### config.mk
export PLATFORM = sky130hd
export DESIGN_NAME = asc_top
export DESIGN_NICKNAME = d
export VERILOG_FILES = /design/src/asc_pkg.sv /design/src/asc_top.sv
export SDC_FILE = /design/constraint.sdc
export NUM_CORES = 1
export LEC_CHECK = 0
export BUFFER_PORTS_ARGS = -buffer_cell sky130_fd_sc_hd__buf_2
export CAP_MARGIN = 20
export CORE_UTILIZATION = 55
export CTS_BUF_LIST = sky130_fd_sc_hd__clkbuf_4 sky130_fd_sc_hd__clkbuf_8 sky130_fd_sc_hd__clkbuf_16
export DETAILED_ROUTE_END_ITERATION = 12
export GPL_TIMING_DRIVEN = 0
export PLACE_DENSITY = 0.79
export SLEW_MARGIN = 30
export SYNTH_ARGS = -nofsm -noshare
export SYNTH_HDL_FRONTEND = slang
export SYNTH_SLANG_ARGS = --single-unit
### constraint.sdc
create_clock -name core_clk_i -period 3 [get_ports core_clk_i]
set_clock_uncertainty 0.05 [all_clocks]
set_input_delay 0.3 -clock core_clk_i [delete_from_list [all_inputs] [get_ports core_clk_i]]
set_output_delay 0.3 -clock core_clk_i [all_outputs]
set_load 0.01 [all_outputs]
### src/asc_pkg.sv
// constants, types and helpers for the converter sequence control
`default_nettype none
package asc_pkg;
  // =====================================
  // register word indices (byte address = 4 * index)
  localparam logic [2:0] IDX_CTL1   = 3'h0;
  localparam logic [2:0] IDX_SEQ    = 3'h1;
  localparam logic [2:0] IDX_SINGLE = 3'h2;
  localparam logic [2:0] IDX_RES_LO = 3'h3;
  localparam logic [2:0] IDX_RES_HI = 3'h4;
  localparam logic [2:0] IDX_ANALOG_PIN_CONFIG  = 3'h5;
  localparam int unsigned IDX_LSB   = 2;
  // =====================================
  // reset values
  localparam logic [7:0] CTL1_RST   = 8'h33;
  localparam logic [7:0] SEQ_RST    = 8'h10;
  localparam logic [7:0] SINGLE_RST = 8'h00;
  localparam logic [7:0] ANALOG_PIN_CONFIG_RST  = 8'h00;
  // =====================================
  // channel numbering: 0-7 pins, 8-11 pairs, 12 gnd, 13 rsvd, 14 temp, 15 supply/3
  localparam logic [3:0] CH_DIFF_FIRST     = 4'h8;
  localparam logic [3:0] CH_FIRST_INTERNAL = 4'hc;
  localparam logic [3:0] CH_SE_FIRST       = 4'h0;
  localparam int unsigned RES_W  = 14;
  localparam int unsigned LO_PAD = 2;
  // start event encodings
  localparam logic [1:0] START_EVENT_SELECT_PIN   = 2'h0;
  localparam logic [1:0] START_EVENT_SELECT_FREE  = 2'h1;
  localparam logic [1:0] START_EVENT_SELECT_TIMER = 2'h2;
  localparam logic [1:0] START_EVENT_SELECT_BIT   = 2'h3;
  // =====================================
  // timing: sample period rounded up to whole clocks
  localparam int unsigned SAMPLE_PERIOD_PS = 250000;
  localparam int unsigned CLK_PERIOD_PS    = 4000;
  localparam int unsigned SAMPLE_CYCLES    = (SAMPLE_PERIOD_PS + CLK_PERIOD_PS - 1) / CLK_PERIOD_PS;
  localparam int unsigned CONV_OVERHEAD    = 16;
  localparam int unsigned CNT_W            = 20;
  localparam logic [9:0] DEC_RATE0 = 10'h040;
  localparam logic [9:0] DEC_RATE1 = 10'h080;
  localparam logic [9:0] DEC_RATE2 = 10'h100;
  localparam logic [9:0] DEC_RATE3 = 10'h200;
  localparam int unsigned RES_BITS0 = 7;
  localparam int unsigned RES_BITS1 = 9;
  localparam int unsigned RES_BITS2 = 10;
  localparam int unsigned RES_BITS3 = 12;
  // =====================================
  typedef struct packed {
    logic       eoc;
    logic       st;
    logic [1:0] start_event_select;
    logic [3:0] misc;
  } asc_ctl1_t;
  typedef struct packed {
    logic [1:0] ref_sel;
    logic [1:0] dec_sel;
    logic [3:0] chan;
  } asc_cfg_t;
  typedef enum logic [1:0] {S_IDLE, S_SCAN, S_CONV} asc_state_t;
  // =====================================
  function automatic logic chan_included(input logic [3:0] ch, input logic [7:0] pins);
    if (ch < CH_DIFF_FIRST) return pins[ch[2:0]];
    if (ch < CH_FIRST_INTERNAL) return pins[{ch[1:0], 1'b0}] & pins[{ch[1:0], 1'b1}];
    return 1'b1;
  endfunction
  function automatic logic [9:0] dec_rate(input logic [1:0] d);
    unique case (d)
      2'h0: return DEC_RATE0;
      2'h1: return DEC_RATE1;
      2'h2: return DEC_RATE2;
      2'h3: return DEC_RATE3;
    endcase
  endfunction
  function automatic logic [RES_W-1:0] res_mask(input logic [1:0] d);
    int unsigned b;
    unique case (d)
      2'h0: b = RES_BITS0;
      2'h1: b = RES_BITS1;
      2'h2: b = RES_BITS2;
      2'h3: b = RES_BITS3;
    endcase
    return ~((RES_W'(1) << (RES_W - b)) - RES_W'(1));
  endfunction
endpackage
`default_nettype wire

### src/asc_top.sv
// converter sequence control: register slave, sequencer, result and dma/irq events
// =====================================
// Notes on behaviour
// - channels 0-7 pins, 8-11 pairs, 12+ internal
// - select below 8 converts 0 up to it
// - select 8-11 converts pairs from 8 upward
// - select 12 or more converts that channel only
// - sequences skip channels whose pins are not analog
// - single write converts now, else after sequence
// - done flag set on finish, cleared reading high
// - start bit starts idle sequence, cleared at end
// - four triggers: pin edge, free, timer, bit
// - single register uses sequence field layout
// - results are two's complement
// - fourteen-bit result left aligned in bytes
// - select readback shows current, then last plus one (select 12 or more: last)
// - result bytes hold the conversion that just finished
// - decimation rate sets resolution 7 to 12
// - trigger codes 00 pin, 01 free, 10 timer, 11 bit
// - interrupt only for single conversions
// - dma triggers only for sequence conversions
// - conversion lasts rate plus 16 sample periods
`default_nettype none
module asc_top
  import asc_pkg::*;
#(
  parameter int unsigned SAMPLE_CYC = SAMPLE_CYCLES
) (
  input  wire logic          core_clk_i,
  input  wire logic          rst_n_i,
  input  wire logic [4:0]    avs_address_i,
  input  wire logic          avs_read_i,
  input  wire logic          avs_write_i,
  input  wire logic [31:0]   avs_writedata_i,
  input  wire logic [3:0]    avs_byteenable_i,
  output logic [31:0]        avs_readdata_o,
  output logic               avs_waitrequest_o,
  input  wire logic          ext_trig_pin_i,
  input  wire logic          timer_cmp_i,
  input  wire logic [13:0]   conv_data_i,
  output var asc_cfg_t       conv_cfg_o,
  output logic               conv_busy_o,
  output logic [7:0]         dma_chan_o,
  output logic               dma_any_o,
  output logic               irq_o
);
  // =====================================
  // bus slave
  asc_ctl1_t        ctl1;
  asc_cfg_t         seq_cfg;
  asc_cfg_t         single_cfg;
  logic [3:0]       sch_view;
  logic [7:0]       analog_pin_config;
  logic [RES_W-1:0] result;
  logic             single_pend;
  logic [2:0]       idx;
  logic             acc;
  logic             wr_en;
  logic             rd_hi;
  logic [7:0]       rd_mux;

  assign idx   = avs_address_i[IDX_LSB +: 3];
  assign acc   = (avs_read_i | avs_write_i) & ~avs_waitrequest_o;
  assign wr_en = acc & avs_write_i & avs_byteenable_i[0];
  assign rd_hi = acc & avs_read_i & (idx == IDX_RES_HI);

  always_comb begin
    unique case (idx)
      IDX_CTL1:   rd_mux = ctl1;
      IDX_SEQ:    rd_mux = {seq_cfg.ref_sel, seq_cfg.dec_sel, sch_view};
      IDX_SINGLE: rd_mux = single_cfg;
      IDX_RES_LO: rd_mux = {result[0 +: 8-LO_PAD], LO_PAD'(0)};
      IDX_RES_HI: rd_mux = result[RES_W-1 -: 8];
      IDX_ANALOG_PIN_CONFIG:  rd_mux = analog_pin_config;
      default:    rd_mux = 8'h00;
    endcase
  end

  // one wait cycle per access; read data is loaded while waitrequest is high
  always_ff @(posedge core_clk_i or negedge rst_n_i) begin
    if (!rst_n_i) begin
      avs_waitrequest_o <= 1'b1;
      avs_readdata_o    <= 32'h0;
    end else begin
      avs_waitrequest_o <= ~(avs_waitrequest_o & (avs_read_i | avs_write_i));
      if (avs_waitrequest_o & avs_read_i) begin
        avs_readdata_o <= {24'h0, rd_mux};
      end
    end
  end

  // =====================================
  // sequencer
  asc_state_t       state;
  logic [4:0]       cur_ch;
  logic             is_single;
  logic [CNT_W-1:0] cnt;
  logic             pin_s1;
  logic             pin_s2;
  logic             pin_s3;
  logic             trig;
  logic [3:0]       first_ch;
  logic             conv_end;
  logic             seq_done;

  function automatic logic [CNT_W-1:0] conv_len(input logic [1:0] d);
    return CNT_W'((dec_rate(d) + CONV_OVERHEAD) * SAMPLE_CYC - 1);
  endfunction

  always_ff @(posedge core_clk_i or negedge rst_n_i) begin
    if (!rst_n_i) begin
      pin_s1 <= 1'b0;
      pin_s2 <= 1'b0;
      pin_s3 <= 1'b0;
    end else begin
      pin_s1 <= ext_trig_pin_i;
      pin_s2 <= pin_s1;
      pin_s3 <= pin_s2;
    end
  end

  always_comb begin
    unique case (ctl1.start_event_select)
      START_EVENT_SELECT_PIN:   trig = pin_s2 & ~pin_s3;
      START_EVENT_SELECT_FREE:  trig = 1'b1;
      START_EVENT_SELECT_TIMER: trig = timer_cmp_i;
      START_EVENT_SELECT_BIT:   trig = ctl1.st;
    endcase
  end

  always_comb begin
    if (seq_cfg.chan < CH_DIFF_FIRST) begin
      first_ch = CH_SE_FIRST;
    end else if (seq_cfg.chan < CH_FIRST_INTERNAL) begin
      first_ch = CH_DIFF_FIRST;
    end else begin
      first_ch = seq_cfg.chan;
    end
  end

  assign conv_end = (state == S_CONV) && (cnt == '0);
  assign seq_done = (state == S_SCAN) && (cur_ch > {1'b0, seq_cfg.chan});

  always_ff @(posedge core_clk_i or negedge rst_n_i) begin
    if (!rst_n_i) begin
      state       <= S_IDLE;
      cur_ch      <= '0;
      is_single   <= 1'b0;
      cnt         <= '0;
      conv_cfg_o  <= '0;
      conv_busy_o <= 1'b0;
    end else begin
      unique case (state)
        S_IDLE: begin
          if (single_pend) begin
            is_single   <= 1'b1;
            conv_cfg_o  <= single_cfg;
            cnt         <= conv_len(single_cfg.dec_sel);
            state       <= S_CONV;
            conv_busy_o <= 1'b1;
          end else if (trig) begin
            is_single <= 1'b0;
            cur_ch    <= {1'b0, first_ch};
            state     <= S_SCAN;
          end
        end
        S_SCAN: begin
          if (seq_done) begin
            state <= S_IDLE;
          end else if (chan_included(cur_ch[3:0], analog_pin_config)) begin
            conv_cfg_o  <= {seq_cfg.ref_sel, seq_cfg.dec_sel, cur_ch[3:0]};
            cnt         <= conv_len(seq_cfg.dec_sel);
            state       <= S_CONV;
            conv_busy_o <= 1'b1;
          end else begin
            cur_ch <= cur_ch + 5'h1;
          end
        end
        S_CONV: begin
          if (cnt != '0) begin
            cnt <= cnt - CNT_W'(1);
          end else begin
            conv_busy_o <= 1'b0;
            if (is_single) begin
              state <= S_IDLE;
            end else begin
              cur_ch <= cur_ch + 5'h1;
              state  <= S_SCAN;
            end
          end
        end
      endcase
    end
  end

  // =====================================
  // registers written by software
  always_ff @(posedge core_clk_i or negedge rst_n_i) begin
    if (!rst_n_i) begin
      ctl1.eoc   <= CTL1_RST[7];
      ctl1.st    <= CTL1_RST[6];
      ctl1.start_event_select <= CTL1_RST[5:4];
      ctl1.misc  <= CTL1_RST[3:0];
    end else begin
      if (wr_en && idx == IDX_CTL1) begin
        ctl1.start_event_select <= avs_writedata_i[5:4];
        ctl1.misc  <= avs_writedata_i[3:0];
      end
      // a write of one in the ending cycle still wins
      if (wr_en && idx == IDX_CTL1 && avs_writedata_i[6]) begin
        ctl1.st <= 1'b1;
      end else if (seq_done) begin
        ctl1.st <= 1'b0;
      end
      // the done flag lives here so the whole control word has one writer
      if (conv_end) begin
        ctl1.eoc <= 1'b1;
      end else if (rd_hi) begin
        ctl1.eoc <= 1'b0;
      end
    end
  end

  always_ff @(posedge core_clk_i or negedge rst_n_i) begin
    if (!rst_n_i) begin
      seq_cfg  <= SEQ_RST;
      sch_view <= SEQ_RST[3:0];
    end else begin
      if (wr_en && idx == IDX_SEQ) begin
        seq_cfg  <= avs_writedata_i[7:0];
        sch_view <= avs_writedata_i[3:0];
      end else if (state == S_SCAN && !seq_done && chan_included(cur_ch[3:0], analog_pin_config)) begin
        sch_view <= cur_ch[3:0];
      end else if (seq_done) begin
        sch_view <= (seq_cfg.chan < CH_FIRST_INTERNAL) ? seq_cfg.chan + 4'h1 : seq_cfg.chan;
      end
    end
  end

  always_ff @(posedge core_clk_i or negedge rst_n_i) begin
    if (!rst_n_i) begin
      single_cfg  <= SINGLE_RST;
      single_pend <= 1'b0;
    end else begin
      if (wr_en && idx == IDX_SINGLE) begin
        single_cfg  <= avs_writedata_i[7:0];
        single_pend <= 1'b1;
      end else if (state == S_IDLE) begin
        single_pend <= 1'b0;
      end
    end
  end

  always_ff @(posedge core_clk_i or negedge rst_n_i) begin
    if (!rst_n_i) begin
      analog_pin_config <= ANALOG_PIN_CONFIG_RST;
    end else if (wr_en && idx == IDX_ANALOG_PIN_CONFIG) begin
      analog_pin_config <= avs_writedata_i[7:0];
    end
  end

  // =====================================
  // result and dma/irq events
  always_ff @(posedge core_clk_i or negedge rst_n_i) begin
    if (!rst_n_i) begin
      result <= '0;
    end else if (conv_end) begin
      // two's complement sample kept as is, low bits cut to resolution
      result <= conv_data_i & res_mask(conv_cfg_o.dec_sel);
    end
  end

  always_ff @(posedge core_clk_i or negedge rst_n_i) begin
    if (!rst_n_i) begin
      irq_o      <= 1'b0;
      dma_any_o  <= 1'b0;
      dma_chan_o <= 8'h00;
    end else begin
      irq_o     <= conv_end & is_single;
      dma_any_o <= conv_end & ~is_single;
      dma_chan_o <= (conv_end && !is_single && conv_cfg_o.chan < CH_DIFF_FIRST)
                    ? 8'h01 << conv_cfg_o.chan[2:0] : 8'h00;
    end
  end
endmodule
`default_nettype wire

==> Word-level counts from Yosys, hierarchy flattened <==
Cells that the tools add are included.
{ "totals": {"output_inout_bits": 52, "romBits": 0, "mem_count": 0, "wordCells": 212, "register_bits": 110, "ram_bits": 0, "latch_bits": 0, "inputBits": 61} }
{ "op_classes": {"shifts": 2, "n_reduce_logical": 33, "div": 0, "mux": 79, "bitwise": 18, "order_cmp": 9, "add_sub_neg": 9, "eq_ne": 30, "n_mul": 2} }
{ "op_table": {"columns": ["op", "n"], "rows": [
  ["one-hot mux 32 bit (4 select lines)", 1],
  ["two-way mux 20 bit", 4],
  ["one-hot mux 10 bit (4 select lines)", 2],
  ["one-hot mux 20 bit (3 select lines)", 1],
  ["two-way mux 10 bit", 5],
  ["one-hot mux 8 bit (6 select lines)", 1],
  ["subtractor 17 x 1 -> 18 bit, second input constant", 2],
  ["two-way mux 1 bit", 35],
  ["multiplier 11 x 6 -> 17 bit, second input constant", 2],
  ["two-way mux 32 bit", 1],
  ["two-way mux 8 bit", 4],
  ["<< shifter 1 x 32 -> 14 bit, first input constant", 1],
  ["subtractor 4 x 32 -> 32 bit, first input constant", 1],
  ["two-way mux 5 bit", 6],
  ["two-way mux 4 bit", 6],
  ["adder 10 x 5 -> 11 bit, second input constant", 2],
  ["logical NOT 20 bit", 1],
  ["< comparator 4 bit, second input constant", 5],
  ["nonzero test 20 bit", 1],
  ["subtractor 20 x 1 -> 20 bit, second input constant", 1],
  ["== test 2 bit, second input constant", 9],
  ["inequality test 2 bit, second input constant", 8],
  ["one-hot mux 8 bit (2 select lines)", 1],
  ["one-hot mux 5 bit (3 select lines)", 1],
  ["other kinds (33)", 81]
]} }

==> Logic depth before layout (Yosys ltp) <==
{ "logic_depth": {"ltp_word": 20, "ltp_mapped": 11, "depth_no_buf": 8} }

==> Worst setup path after synthesis <==
OpenSTA, ideal clock, no wires.
{ "synth_path": {"kind": "register to register", "startpoint": "reg cnt[7]", "endpoint": "reg cur_ch[3]", "setup_ns": 0.135, "arrival_time_ns": 2.391, "stages_incl_launch_ff": 8, "t_required_ns": 2.815, "n_path_buf": 1, "path_slack_ns": 0.424, "synth_period_minus_slack_ns": 2.576, "path_cell_list": "dfrtp_1 > or4_4 > or3_1 > buf_6 > or4_4 > a21oi_4 > and2_4 > o211ai_1"} }
{ "synth_via": {"elab_chain_cells": 3} }
{ "synth_rtl": {"columns": ["item", "line_no", "text"], "rows": [
  ["start: declaration", "asc_top.sv:97", "logic [CNT_W-1:0] cnt;"],
  ["start signal: assignment", "asc_top.sv:158", "cnt <= conv_len(single_cfg.dec_sel);"],
  ["start signal: assignment", "asc_top.sv:172", "cnt <= conv_len(seq_cfg.dec_sel);"],
  ["start signal: assignment", "asc_top.sv:181", "cnt <= cnt - CNT_W'(1);"],
  ["nonzero test 20 bit", "asc_top.sv:180", "if (cnt != '0) begin"],
  ["inequality test 2 bit (no line)", null, null],
  ["AND reduction 6 bit (no line)", null, null],
  ["end signal: assignment", "asc_top.sv:163", "cur_ch <= {1'b0, first_ch};"],
  ["end signal: assignment", "asc_top.sv:176", "cur_ch <= cur_ch + 5'h1;"],
  ["end signal: assignment", "asc_top.sv:187", "cur_ch <= cur_ch + 5'h1;"],
  ["end: declaration", "asc_top.sv:95", "logic [4:0] cur_ch;"]
]} }
Every way passes these cells.
A chain may end at the register's enable or synchronous reset.

==> Worst setup path after layout <==
{ "layout_path": {"startpoint": "reg cnt[3]", "endpoint": "reg cur_ch[2]"} }
The elaborated chain is that of the path after synthesis.

==> flow_summary.json <==
{
  "period_minus_slack_ns": 2.85,
  "pwr-share-clk_pct": 15.8,
  "first_pass_iters": 6,
  "vias": 5238,
  "grt_pass1_wl_um": 25000,
  "rows": 38,
  "synth_warnings": 0,
  "root_buffer": "clkbuf_8",
  "layout-drive-gt1-share_pct": 22.8,
  "critPathArrivalTime_ns": 3.05,
  "dp_cells": 861,
  "h-tree-depth": 3,
  "finalMaxSlewViolations": 0,
  "antenna_left": 0,
  "hold_start": "avs_write_i",
  "p_comb_share_pct": 47.3,
  "synth-edff-count": 0,
  "async_flop_share_pct": 100,
  "place.gp.congestion": 0.908,
  "drv_cap": 0,
  "io_buffers": 59,
  "synth_area_leader_cell": "dfrtp_1",
  "synth_area_leaders": "dfrtp_1 42%, mux2_2 6.9%, o21ai_0 4.9%, ha_1 4.7%, nand2_1 4.4%",
  "synthTopCellsByCount": "104 x dfrtp_1, 73 x nand2_1, 60 x o21ai_0, 38 x mux2_2, 38 x nor2_1",
  "r2r-end": "cur_ch[2]$_DFFE_PN0P_",
  "wl_per_cell_um": 17.6,
  "stdcell_count": 880,
  "r2r_cells": 8,
  "hp-class": "in2reg",
  "coreArea_mm2": 0.0109,
  "hpwl_um": 11500,
  "worstSetupEndpointType": "flip-flop",
  "drc": 0,
  "crit_type": "reg2reg",
  "syn_to_final_growth_pct": 14.1,
  "grt_overflow": 0,
  "cts.sinks": 110,
  "cts_buffer_depth": 2,
  "drt-initial-drc-count": 302,
  "max_freq_mhz": 351,
  "viasPerCell": 5.95,
  "synth-seq-area-share_pct": 44.6,
  "grt_pass1_vias": 5070,
  "cp_max_fo": 10,
  "worst_pin_slew_ns": 0.740,
  "cts_tree": "built",
  "rsz0062_at_grt": "no",
  "clk_pin_slew_ns": 0.12,
  "drt_wl_total_um": 15500,
  "final.period_utilization_pct": 95.0,
  "leakagePower_nw": 3.36,
  "seqCellArea_mm2": 0.00276,
  "switchingPower_mw": 2.65,
  "p_per_area_mw_per_mm2": 857,
  "finalSetupViolCount": 0,
  "rrSetupSlack_ns": 0.15,
  "diodes": 0,
  "multi_input_area_mm2": 0.00315,
  "pin_count": 113,
  "die_h_um": 108,
  "place_area_mm2": 0.00678,
  "totalPowerFinal_mw": 6.05,
  "antenna_found_initial": 0,
  "layout.nets": 819,
  "ys_seq_elements": 110,
  "die_w_um": 108,
  "syn_area_mm2": 0.00619,
  "nFillCells": 897,
  "grtUsageTotal_pct": 27.7,
  "synthFlopType": "dfrtp_1",
  "synth.distinct_cells": 65,
  "start_util_pct": 56.8,
  "die_area_mm2": 0.0117,
  "hold_path_end": "avs_waitrequest_o$_DFF_PN1_",
  "syn_area_per_cell_um2": 9.70,
  "outcome": "completed",
  "crit_required_ns": 3.20,
  "slew_headroom_pct": 50.2,
  "worstSkewPairLatency_ns": 0.39,
  "vdd_drop_max_uv": 427,
  "switching_share_pct": 43.8,
  "critPathLaunchType": "flip-flop",
  "holdPathStages": 2,
  "yosysMostFrequentCell": "dfrtp_1",
  "grt_max_degree": 64,
  "cts_buffers": 9,
  "seqPwrFrac_pct": 36.9,
  "internal_power_mw": 3.40,
  "r2r-start": "cnt[3]$_DFFE_PN0P_",
  "final_area_mm2": 0.00706,
  "syn_inst": 638,
  "synth_top_area_share_pct": 42.1,
  "final_hold_viol_count": 0
}
kinds of logic after synthesis:
family,count (synthesis),share of synthesized area [%]
other,1,0.0606
buffers and inverters,81,6.55
DFF,110,44.6
xor gates and xnor gates,3,0.425
and+or+nand+nor,202,16.2
adders and majority gates,23,4.65
muxes,60,11.3
AOI/OAI and AO/OA,158,16.2
worst max-delay path, stage by stage (launching register included):
cell and delay, ns:
dfrtp_1 0.47, or3_1 0.35, clkbuf_1 0.17, or3_1 0.38
buf_6 0.16, or4_4 0.53, a21oi_4 0.28, and2_4 0.22
o211ai_1 0.09
through the flow:
step	TNS (ns)	utilization, %	setup slack [ns]	hold slack (ns)
global placement	-0.392	61.9	-0.100	0.286
floorplan	0	-	0.424	-0.0456
global route	0	64.8	0.0170	0.0446
CTS	0	64.4	0.0154	0.0488
finish	0	64.8	0.150	0.0452
detailed placement	-0.981	62.2	-0.175	0.216
state kept, by name (all words and copies together), names as in the netlist:
signal / count
cur_ch: 5
dma_chan_o: 8
irq_o: 1
is_single: 1
single_pend: 1
conv_cfg_o: 8
pin_s2: 1
sch_view: 4
analog_pin_config: 8
single_cfg: 8
seq_cfg: 8
result: 14
pin_s1: 1
ctl1: 8
pin_s3: 1
avs_readdata_o: 8
state: 2
conv_busy_o: 1
avs_waitrequest_o: 1
cnt: 20
dma_any_o: 1
per-layer routing:
layer  up-vias  global-route usage, %  share of wire, %
li1       2431                      -                 -
met1      2539                   36.9                42
met2       239                   45.9                49
met3        29                   5.12               7.4
met4         0                   8.02               1.7
met5         -                      0                 0
area by class of cell:
type,count,area share [%]
clock inverters,6,0.993
clock buffers,10,1.95
inverters,28,1.49
plain buffers,53,4.33
repair buffers,63,5.05
well taps,140,2.48
multi-input cells,470,44.6
flip-flops and latches,110,39.1
power by group through the flow:
stage	clock [mW]	sequential, mW	combinational, mW
3_5_place_dp	0	2.25	2.71
5_1_grt	1.02	2.28	3.16
6_report	0.956	2.23	2.86
3_3_place_gp	0	2.22	2.59
2_1_floorplan	0	2.16	1.98
4_1_cts	0.949	2.22	2.76
worst max-delay path by stage:
stage / from / to / slack (ns)
after CTS: cnt[4]$_DFFE_PN0P_ / result[6]$_DFFE_PN0P_ / 0.02
after global placement: seq_cfg[3]$_DFFE_PN0P_ / cnt[16]$_DFFE_PN0P_ / -0.10
after detailed placement: seq_cfg[3]$_DFFE_PN0P_ / cnt[16]$_DFFE_PN0P_ / -0.17
after floorplan: cnt[7]$_DFFE_PN0P_ / cur_ch[3]$_DFFE_PN0P_ / 0.42
final: cnt[3]$_DFFE_PN0P_ / cur_ch[2]$_DFFE_PN0P_ / 0.15
after global routing: cnt[4]$_DFFE_PN0P_ / dma_chan_o[4]$_DFF_PN0_ / 0.02
layout by cell type (no fill, tap or decap), types with 6 or more instances in the layout:
cell type,count
and2_1,6
conb_1,24
a31oi_1,6
buf_2,61
nor2_1,38
dfrtp_1,104
a22oi_1,12
clkbuf_8,10
nand3_1,16
a21oi_1,26
inv_1,28
nor3_1,12
a21o_1,6
nand2_1,73
mux2_2,38
and3_1,12
clkbuf_1,17
ha_1,23
mux2i_1,18
dfstp_2,6
o211ai_1,6
o31ai_1,7
o21ai_0,60
buf_4,25
nand2b_1,12
timing repair:
action / 4_1_cts / 5_1_grt
gates resized for setup: 2 / 11
setup endpoints to repair: 15 / 38
hold buffers: 2 / 0
hold endpoints to repair: 44 / 0
buffers inserted: 0 / 1
pin swaps: 0 / 1
Power figures use the tool's default switching activity.
